## src/adc_ctl_pkg.sv

```systemverilog
// Constants shared by the sigma-delta converter control registers.
// Assumes a 32-bit AXI4-Lite register bus and a modulator bitstream input.
package adc_ctl_pkg;

  // Register byte offsets
  localparam logic [19:0] OFF_RUN    = 20'h4_1100;
  localparam logic [19:0] OFF_CFG    = 20'h4_1104;
  localparam logic [19:0] OFF_RESULT = 20'h4_1108;
  localparam logic [19:0] OFF_IRQ_ST = 20'h4_110C;
  localparam logic [19:0] OFF_IRQ_EN = 20'h4_1110;
  localparam logic [19:0] OFF_IRQ_CL = 20'h4_1114;

  // Run control fields
  localparam int RUN_EN_BIT    = 0;
  localparam int RUN_CF_BIT    = 1;
  localparam int RUN_OSR_LSB   = 2;
  localparam int RUN_FAST_BIT  = 6;
  localparam int RUN_NREF_LSB  = 16;
  localparam int RUN_PREF_LSB  = 18;
  localparam int RUN_RSHR_BIT  = 20;
  localparam int RUN_ISHR_BIT  = 21;
  localparam logic [31:0] RUN_MASK = 32'h003F_007F;

  // Gain and input config fields
  localparam int CFG_NIN_LSB   = 0;
  localparam int CFG_PIN_LSB   = 4;
  localparam int CFG_FGAIN_LSB = 16;
  localparam int CFG_HALF_BIT  = 19;
  localparam int CFG_SGAIN_LSB = 20;
  localparam int CFG_ZOFF_LSB  = 24;
  localparam logic [31:0] CFG_MASK = 32'h0F3F_00FF;

  localparam logic [31:0] RESET_VAL = 32'h0000_0000;

  // Oversampling and chopper figures
  localparam logic [3:0] OSR_MAX_CODE  = 4'hA;
  localparam int         OSR_BASE_LOG2 = 15;
  localparam int         CHOP_SLOW_DIV = 128;
  localparam int         CHOP_FAST_DIV = 32;
  localparam int         DISCARD_CNT   = 2;
  localparam int         CLK_HZ        = 20_000_000;
  localparam int         CONV_CLK_HZ   = 327_680;
  localparam int         CONV_DIV      = CLK_HZ / CONV_CLK_HZ;

  // Response codes
  localparam logic [1:0] RESP_OKAY   = 2'b00;
  localparam logic [1:0] RESP_SLVERR = 2'b10;

endpackage : adc_ctl_pkg

```

## src/adc_chan_if.sv

```systemverilog
`timescale 1ns/1ps
// Carries filter control and results between the register block and filter.
// Assumes both ends run on the register bus clock.
interface adc_chan_if;
  logic        run;
  logic [3:0]  osr_code;
  logic        mod_bit;
  logic        conv_tick;
  logic        res_valid;
  logic [23:0] res_data;
  modport ctl  (output run, osr_code, mod_bit, conv_tick,
                input  res_valid, res_data);
  modport filt (input  run, osr_code, mod_bit, conv_tick,
                output res_valid, res_data);
endinterface : adc_chan_if

```

## src/adc_decimator.sv

```systemverilog
`timescale 1ns/1ps
// Decimation filter for the modulator bitstream.
// Assumes a one-cycle conversion tick and a synchronised modulator bit.
module adc_decimator
  import adc_ctl_pkg::*;
(
  // Clock and reset
  input  wire logic aclk,
  input  wire logic aresetn,
  input  wire logic ce,
  // Channel
  adc_chan_if.filt  ch
);

  typedef struct packed {
    logic [15:0] cnt;
    logic [31:0] acc;
    logic [1:0]  drop;
    logic        valid;
    logic [23:0] data;
  } dec_s;

  dec_s st_r;
  dec_s st_nxt;
  logic [3:0]  code;
  logic [15:0] last;
  logic [31:0] sum;

  always_comb begin
    code = (ch.osr_code > OSR_MAX_CODE) ? 4'h0 : ch.osr_code;
    last = 16'((32'd1 << (OSR_BASE_LOG2 - int'(code))) - 32'd1);
  end

  always_comb begin
    st_nxt       = st_r;
    st_nxt.valid = 1'b0;
    sum          = st_r.acc + (ch.mod_bit ? 32'd1 : 32'd0);
    if (!ch.run) begin
      st_nxt = '0;
    end else if (ch.conv_tick) begin
      st_nxt.acc = sum;
      st_nxt.cnt = st_r.cnt + 16'd1;
      if (st_r.cnt == last) begin
        st_nxt.cnt = '0;
        st_nxt.acc = '0;
        if (st_r.drop != 2'(DISCARD_CNT)) begin
          st_nxt.drop = st_r.drop + 2'd1;
        end else begin
          st_nxt.valid = 1'b1;
          st_nxt.data  = 24'((sum << (24 - OSR_BASE_LOG2 + int'(code)))
                             - 32'h0080_0000);
        end
      end
    end
  end

  always_ff @(posedge aclk) begin
    if (!aresetn) begin
      st_r <= '0;
    end else if (ce) begin
      st_r <= st_nxt;
    end
  end

  assign ch.res_valid = st_r.valid & ce;
  assign ch.res_data  = st_r.data;

endmodule : adc_decimator

```

## src/adc_ctl_top.sv

```systemverilog
// Added by the designer: register access over AXI4-Lite.
`timescale 1ns/1ps
// Register block of the sigma-delta converter, AXI4-Lite slave.
// Assumes a modulator bitstream from the analogue side on aclk's rate.
// What this block does
// - Normal chopper runs converter clock over 128
// - Fast chopper runs converter clock over 32
// - Code zero is 32768, each halves ratio
// - Code 1010 selects ratio 32
// - Word rate is converter clock over ratio
// - Comb bit zero holds filter in reset
// - First two filter outputs are discarded
// - Each new result raises converter interrupt while the run enable bit is set
// - Zero offset field passes to analogue side
// - Second gain field selects 1, 2, 4
// - Reference bit selects full or half
// - Front gain selects 1, 8, 16, 32
// - Positive selector routes listed sources
// - Negative selector routes listed sources
// - Positive reference selector picks source
// - Result read-only, 24 bits high, low zero
module adc_ctl_top
  import adc_ctl_pkg::*;
#(
  parameter int ADDR_W = 20
) (
  // Clock, reset, enable
  input  wire logic              aclk,
  input  wire logic              aresetn,
  input  wire logic              ce,
  // AXI4-Lite write address
  input  wire logic [ADDR_W-1:0] s_axi_awaddr,
  input  wire logic              s_axi_awvalid,
  output logic                   s_axi_awready,
  // AXI4-Lite write data
  input  wire logic [31:0]       s_axi_wdata,
  input  wire logic [3:0]        s_axi_wstrb,
  input  wire logic              s_axi_wvalid,
  output logic                   s_axi_wready,
  // AXI4-Lite write response
  output logic [1:0]             s_axi_bresp,
  output logic                   s_axi_bvalid,
  input  wire logic              s_axi_bready,
  // AXI4-Lite read address
  input  wire logic [ADDR_W-1:0] s_axi_araddr,
  input  wire logic              s_axi_arvalid,
  output logic                   s_axi_arready,
  // AXI4-Lite read data
  output logic [31:0]            s_axi_rdata,
  output logic [1:0]             s_axi_rresp,
  output logic                   s_axi_rvalid,
  input  wire logic              s_axi_rready,
  // Modulator side
  input  wire logic              mod_bit_in,
  output logic                   chopper_clk,
  output logic                   converter_clock,
  output logic                   converter_enable,
  output logic [31:0]            analog_cfg,
  output logic [5:0]             analog_route,
  // Interrupt
  output logic                   irq
);

  typedef struct packed {
    logic        awr;
    logic [ADDR_W-1:0] awa;
    logic        wr;
    logic [31:0] wd;
    logic [3:0]  ws;
    logic        bv;
    logic [1:0]  br;
    logic        rv;
    logic [31:0] rd;
    logic [1:0]  rr;
    logic        arr;
    logic [31:0] run;
    logic [31:0] cfg;
    logic [23:0] result;
    logic        st;
    logic        en;
    logic        irq;
    logic [7:0]  div;
    logic        cck;
    logic [6:0]  chop;
    logic        chk;
    logic        tick;
    logic        s1;
    logic        s2;
  } top_s;

  top_s st_r;
  top_s st_nxt;

  adc_chan_if ch ();

  adc_decimator u_dec (
    .aclk    (aclk),
    .aresetn (aresetn),
    .ce      (ce),
    .ch      (ch.filt)
  );

  assign ch.run      = st_r.run[RUN_CF_BIT];
  assign ch.osr_code = st_r.run[RUN_OSR_LSB +: 4];
  assign ch.mod_bit  = st_r.s2;
  assign ch.conv_tick = st_r.tick;

  function automatic logic [31:0] merge(input logic [31:0] old,
                                        input logic [31:0] nw,
                                        input logic [3:0]  be,
                                        input logic [31:0] msk);
    logic [31:0] r;
    r = old;
    for (int i = 0; i < 4; i++) begin
      if (be[i]) begin
        r[i*8 +: 8] = nw[i*8 +: 8];
      end
    end
    return r & msk;
  endfunction : merge

  logic            do_wr;
  logic            do_rd;
  logic            hit_w;
  logic            hit_r;
  logic [31:0]     rdv;
  logic [6:0]      chop_last;

  always_comb begin
    st_nxt      = st_r;
    st_nxt.tick = 1'b0;
    st_nxt.s1   = mod_bit_in;
    st_nxt.s2   = st_r.s1;

    // Converter clock divider
    if (st_r.div == 8'(CONV_DIV - 1)) begin
      st_nxt.div  = '0;
      st_nxt.tick = 1'b1;
    end else begin
      st_nxt.div = st_r.div + 8'd1;
    end
    if (st_r.div == 8'(CONV_DIV / 2 - 1) || st_r.div == 8'(CONV_DIV - 1)) begin
      st_nxt.cck = ~st_r.cck;
    end

    chop_last = 7'(CHOP_SLOW_DIV / 2 - 1);
    if (st_r.run[RUN_FAST_BIT]) begin
      chop_last = 7'(CHOP_FAST_DIV / 2 - 1);
    end
    if (st_r.tick) begin
      if (st_r.chop >= chop_last) begin
        st_nxt.chop = '0;
        st_nxt.chk  = ~st_r.chk;
      end else begin
        st_nxt.chop = st_r.chop + 7'd1;
      end
    end

    // Write channel capture
    if (s_axi_awvalid && st_r.awr) begin
      st_nxt.awr = 1'b0;
      st_nxt.awa = s_axi_awaddr;
    end
    if (s_axi_wvalid && st_r.wr) begin
      st_nxt.wr = 1'b0;
      st_nxt.wd = s_axi_wdata;
      st_nxt.ws = s_axi_wstrb;
    end
    do_wr = !st_r.awr && !st_r.wr && !st_r.bv;
    hit_w = 1'b1;
    if (do_wr) begin
      unique case (st_r.awa[19:0])
        OFF_RUN: st_nxt.run = merge(st_r.run, st_r.wd, st_r.ws, RUN_MASK);
        OFF_CFG: st_nxt.cfg = merge(st_r.cfg, st_r.wd, st_r.ws, CFG_MASK);
        OFF_IRQ_EN: st_nxt.en = st_r.ws[0] ? st_r.wd[0] : st_r.en;
        OFF_IRQ_CL: begin
          if (st_r.ws[0] && st_r.wd[0]) begin
            st_nxt.st = 1'b0;
          end
        end
        OFF_RESULT, OFF_IRQ_ST: hit_w = 1'b1;
        default: hit_w = 1'b0;
      endcase
      st_nxt.bv = 1'b1;
      st_nxt.br = hit_w ? RESP_OKAY : RESP_SLVERR;
    end
    if (st_r.bv && s_axi_bready) begin
      st_nxt.bv  = 1'b0;
      st_nxt.awr = 1'b1;
      st_nxt.wr  = 1'b1;
    end

    // New result, set wins over clear
    if (ch.res_valid) begin
      st_nxt.result = ch.res_data;
      if (st_r.run[RUN_EN_BIT]) begin
        st_nxt.st = 1'b1;
      end
    end
    st_nxt.irq = st_nxt.st & st_nxt.en;

    // Read channel
    do_rd = s_axi_arvalid && !st_r.rv;
    hit_r = 1'b1;
    unique case (s_axi_araddr[19:0])
      OFF_RUN:    rdv = st_r.run;
      OFF_CFG:    rdv = st_r.cfg;
      OFF_RESULT: rdv = {st_r.result, 8'h00};
      OFF_IRQ_ST: rdv = {31'h0000_0000, st_r.st};
      OFF_IRQ_EN: rdv = {31'h0000_0000, st_r.en};
      OFF_IRQ_CL: rdv = RESET_VAL;
      default: begin
        rdv   = RESET_VAL;
        hit_r = 1'b0;
      end
    endcase
    if (do_rd) begin
      st_nxt.rv = 1'b1;
      st_nxt.rd = rdv;
      st_nxt.rr = hit_r ? RESP_OKAY : RESP_SLVERR;
    end else if (st_r.rv && s_axi_rready) begin
      st_nxt.rv = 1'b0;
    end
    st_nxt.arr = !st_nxt.rv;
  end

  always_ff @(posedge aclk) begin
    if (!aresetn) begin
      st_r     <= '0;
      st_r.awr <= 1'b1;
      st_r.wr  <= 1'b1;
      st_r.arr <= 1'b1;
    end else if (ce) begin
      st_r <= st_nxt;
    end
  end

  assign s_axi_awready    = st_r.awr;
  assign s_axi_wready     = st_r.wr;
  assign s_axi_bvalid     = st_r.bv;
  assign s_axi_bresp      = st_r.br;
  assign s_axi_arready    = st_r.arr;
  assign s_axi_rvalid     = st_r.rv;
  assign s_axi_rdata      = st_r.rd;
  assign s_axi_rresp      = st_r.rr;
  assign chopper_clk      = st_r.chk;
  assign converter_clock  = st_r.cck;
  assign converter_enable = st_r.run[RUN_EN_BIT];
  assign analog_cfg       = st_r.cfg;
  assign analog_route     = st_r.run[RUN_ISHR_BIT:RUN_NREF_LSB];
  assign irq              = st_r.irq;

endmodule : adc_ctl_top

```

## config.mk

```make
export PLATFORM = sky130hd
export DESIGN_NAME = adc_ctl_top
export DESIGN_NICKNAME = d
export VERILOG_FILES = /design/src/adc_ctl_pkg.sv /design/src/adc_chan_if.sv /design/src/adc_decimator.sv /design/src/adc_ctl_top.sv
export SDC_FILE = /design/constraint.sdc
export NUM_CORES = 1
export LEC_CHECK = 0
export BUFFER_PORTS_ARGS = -buffer_cell sky130_fd_sc_hd__buf_2
export CAP_MARGIN = 20
export CORE_MARGIN = 1
export CORE_UTILIZATION = 49
export CTS_CLUSTER_DIAMETER = 150
export CTS_CLUSTER_SIZE = 10
export DETAILED_ROUTE_END_ITERATION = 8
export PLACE_DENSITY = 0.7
export SYNTH_ARGS = -nofsm -noshare
export SYNTH_HDL_FRONTEND = slang
export SYNTH_SLANG_ARGS = --single-unit
```

## constraint.sdc

```tcl
create_clock -name aclk -period 9.3 [get_ports aclk]
set_input_delay 0.93 -clock aclk [delete_from_list [all_inputs] [get_ports aclk]]
set_output_delay 0.93 -clock aclk [all_outputs]
set_load 0.05 [all_outputs]
```

==> flow_summary.json <==
{
  "dp.cells": 1852,
  "cts_hold_buffers": 0,
  "gp_congestion": 0.933,
  "dpl.hpwl_um": 22200,
  "h-tree-depth": 1,
  "yosysSeqAreaShare_pct": 37.1,
  "syn_area_um2": 12100,
  "grt_max_degree": 106,
  "antenna_found_initial": 0,
  "drc_errors": 0,
  "whs_ns": 0.446,
  "async_flop_share_pct": 0,
  "crit_type": "reg -> reg",
  "fin_crit_sh_pct": 65.1,
  "floorplan.initialDensity_pct": 49.9,
  "wirelength_um": 31500,
  "cp-start-kind": "register",
  "num_vias": 11075,
  "hp-class": "reg -> reg",
  "ys_ff_latch": 225,
  "status": "complete, no violations",
  "antennaDiodeCount": 0,
  "critPathMaxFanout": 31,
  "ys.flop_type": "dfxtp_1",
  "cap_violations": 0,
  "slew_headroom_pct": 28.3,
  "setup_viol": 0,
  "first_global_vias": 10005,
  "clk_latency_ns": 0.53,
  "cp.required_ns": 9.67,
  "ys_top_cells_by_count": "nand2_1, dfxtp_1, a21oi_1, nor2_1, clkbuf_1",
  "tightest_slew_ns": 1.07,
  "syn_avg_cell_area_um2": 7.86,
  "first_pass_iters": 5,
  "numCtsBuffers": 26,
  "path_clk_slew_ns": 0.06,
  "yosys-top-cells-area": "dfxtp_1, nand2_1, a21oi_1",
  "post_cts_buffers": 0,
  "die_h_um": 159,
  "total_power_mw": 1.97,
  "cp.arrival_ns": 6.43,
  "synth_area_leader_cell": "dfxtp_1",
  "cts_sinks": 225,
  "drt-vias-per-instance": 5.89,
  "netlist_instances": 1544,
  "synth_edf_count": 0,
  "ctsLongestPathBuffers": 3,
  "synth_top_area_share_pct": 37.1,
  "instances_no_fill": 1881,
  "die-width_um": 159,
  "clock_skew_ns": 0.0145,
  "yosysWarnings": 0,
  "cts_tree": "done",
  "nNetsFinal": 1659,
  "drive_gt1_share_pct": 13.4,
  "rows": 57,
  "synth.most_common_cell": "nand2_1",
  "core_area_um2": 24300,
  "min_period_ns": 6.06,
  "track_usage_pct": 24.1,
  "ir_drop_mv": 0.114,
  "max_freq_ghz": 0.165,
  "synth_cell_types": 80,
  "hold_viol": 0,
  "io_buffers": 136,
  "grt_overflow": 0,
  "post_drt_wl_per_cell_um": 16.7,
  "setup_tns_ns": 0,
  "rsz0062_at_grt": "false",
  "crit_path_end_kind": "register",
  "slew_viol_final": 0,
  "grt_pass1_wl_um": 51400,
  "final_core_util_pct": 53.8,
  "ant_nets": 0,
  "die_area_um2": 25400,
  "ios": 168,
  "p_leak_nw": 4.99,
  "ctsResizeCount": 0,
  "p_per_area_nw_per_um2": 150,
  "syn2layout_area_growth_pct": 7.91,
  "cts_root_buf": "clkbuf_16",
  "drt-initial-drc-count": 760
}
==> worst max-delay path, stage by stage (launching register included) <==
cell,delay [ns]
dfxtp_1,0.42
o21ai_2,0.70
nand2_2,0.57
inv_1,0.97
ha_1,0.29
ha_1,0.34
nor4_2,0.13
nor3_1,0.29
a21oi_1,0.09
or3b_2,0.48
a221oi_4,0.48
a21oi_2,0.25
nand2_1,0.63
o311ai_0,0.24
==> stage by stage <==
stage	area, µm²	setup slack (ns)
finish	13100	3.24
floorplan	12200	5.09
detailed placement	12400	3.33
global route	13100	2.77
CTS	13100	3.29
global placement	12400	3.42
==> power breakdown <==
part / switching (mW) / internal, mW / total (mW)
registers: 0.0104 / 0.978 / 0.988
clock network: 0.373 / 0.491 / 0.864
logic: 0.0825 / 0.0324 / 0.115
==> cells in the final DEF, fill, tap and decap left out, types with 10 or more instances in the layout <==
| master | n |
|---|---|
| conb_1 | 18 |
| and3_1 | 18 |
| nor2_1 | 120 |
| nor4_1 | 12 |
| dfxtp_1 | 225 |
| a21o_1 | 10 |
| a22oi_1 | 23 |
| buf_2 | 136 |
| inv_1 | 24 |
| nand2b_1 | 10 |
| mux2i_1 | 57 |
| nand4_1 | 25 |
| ha_1 | 17 |
| o311ai_0 | 17 |
| a31oi_1 | 15 |
| o21ai_0 | 39 |
| nand2_1 | 265 |
| xnor2_1 | 20 |
| xor2_1 | 14 |
| nor3_1 | 28 |
| buf_4 | 13 |
| a22o_1 | 30 |
| nand3_1 | 88 |
| a21oi_1 | 137 |
| clkbuf_16 | 26 |
==> metal layers <==
| metal | GRT usage [%] | routed length, µm | up-vias |
|---|---|---|---|
| met5 | 0 | 0 | - |
| met2 | 40.7 | 14400 | 403 |
| met4 | 6.56 | 681 | 0 |
| li1 | - | - | 5421 |
| met1 | 32.3 | 14400 | 5195 |
| met3 | 3.26 | 1980 | 56 |
==> flip-flops by register name (all words and copies together) (netlist names), 4 cells and up <==
register / cells
st_r: 83
s_axi_rdata: 32
analog_route: 6
u_dec.ch.res_data: 24
analog_cfg: 18
ch.osr_code: 4
u_dec.st_r: 43
==> worst paths after layout <==
check	from	end	slack [ns]	cells after the start
worst min-delay path	s_axi_rdata[16]	s_axi_rdata[16]	0.45	2
worst max register to register	ch.osr_code[2]	u_dec.st_r[68]	3.24	13
worst min register to register	s_axi_rdata[16]	s_axi_rdata[16]	0.45	2
worst max-delay path	ch.osr_code[2]	u_dec.st_r[68]	3.24	13
==> cell type report <==
class,count,area (µm²)
clock inverter,2,23.8
multi-input combinational,1127,6630
inverter,28,108
timing repair buffer,149,778
tap,324,405
sequential,225,4500
clock buffer,26,651
fill,2304,11200
==> cell families after synthesis <==
group | after synthesis | synth area share (%)
simple gates | 629 | 24.1
compound gates | 364 | 19.9
flops | 225 | 37.1
buf+inv | 208 | 8.89
mux | 65 | 5.72
xor+xnor | 34 | 2.45
fa+ha+maj | 17 | 1.75
other cells | 2 | 0.0619
No activity file was read; power rests on OpenSTA's default activity.
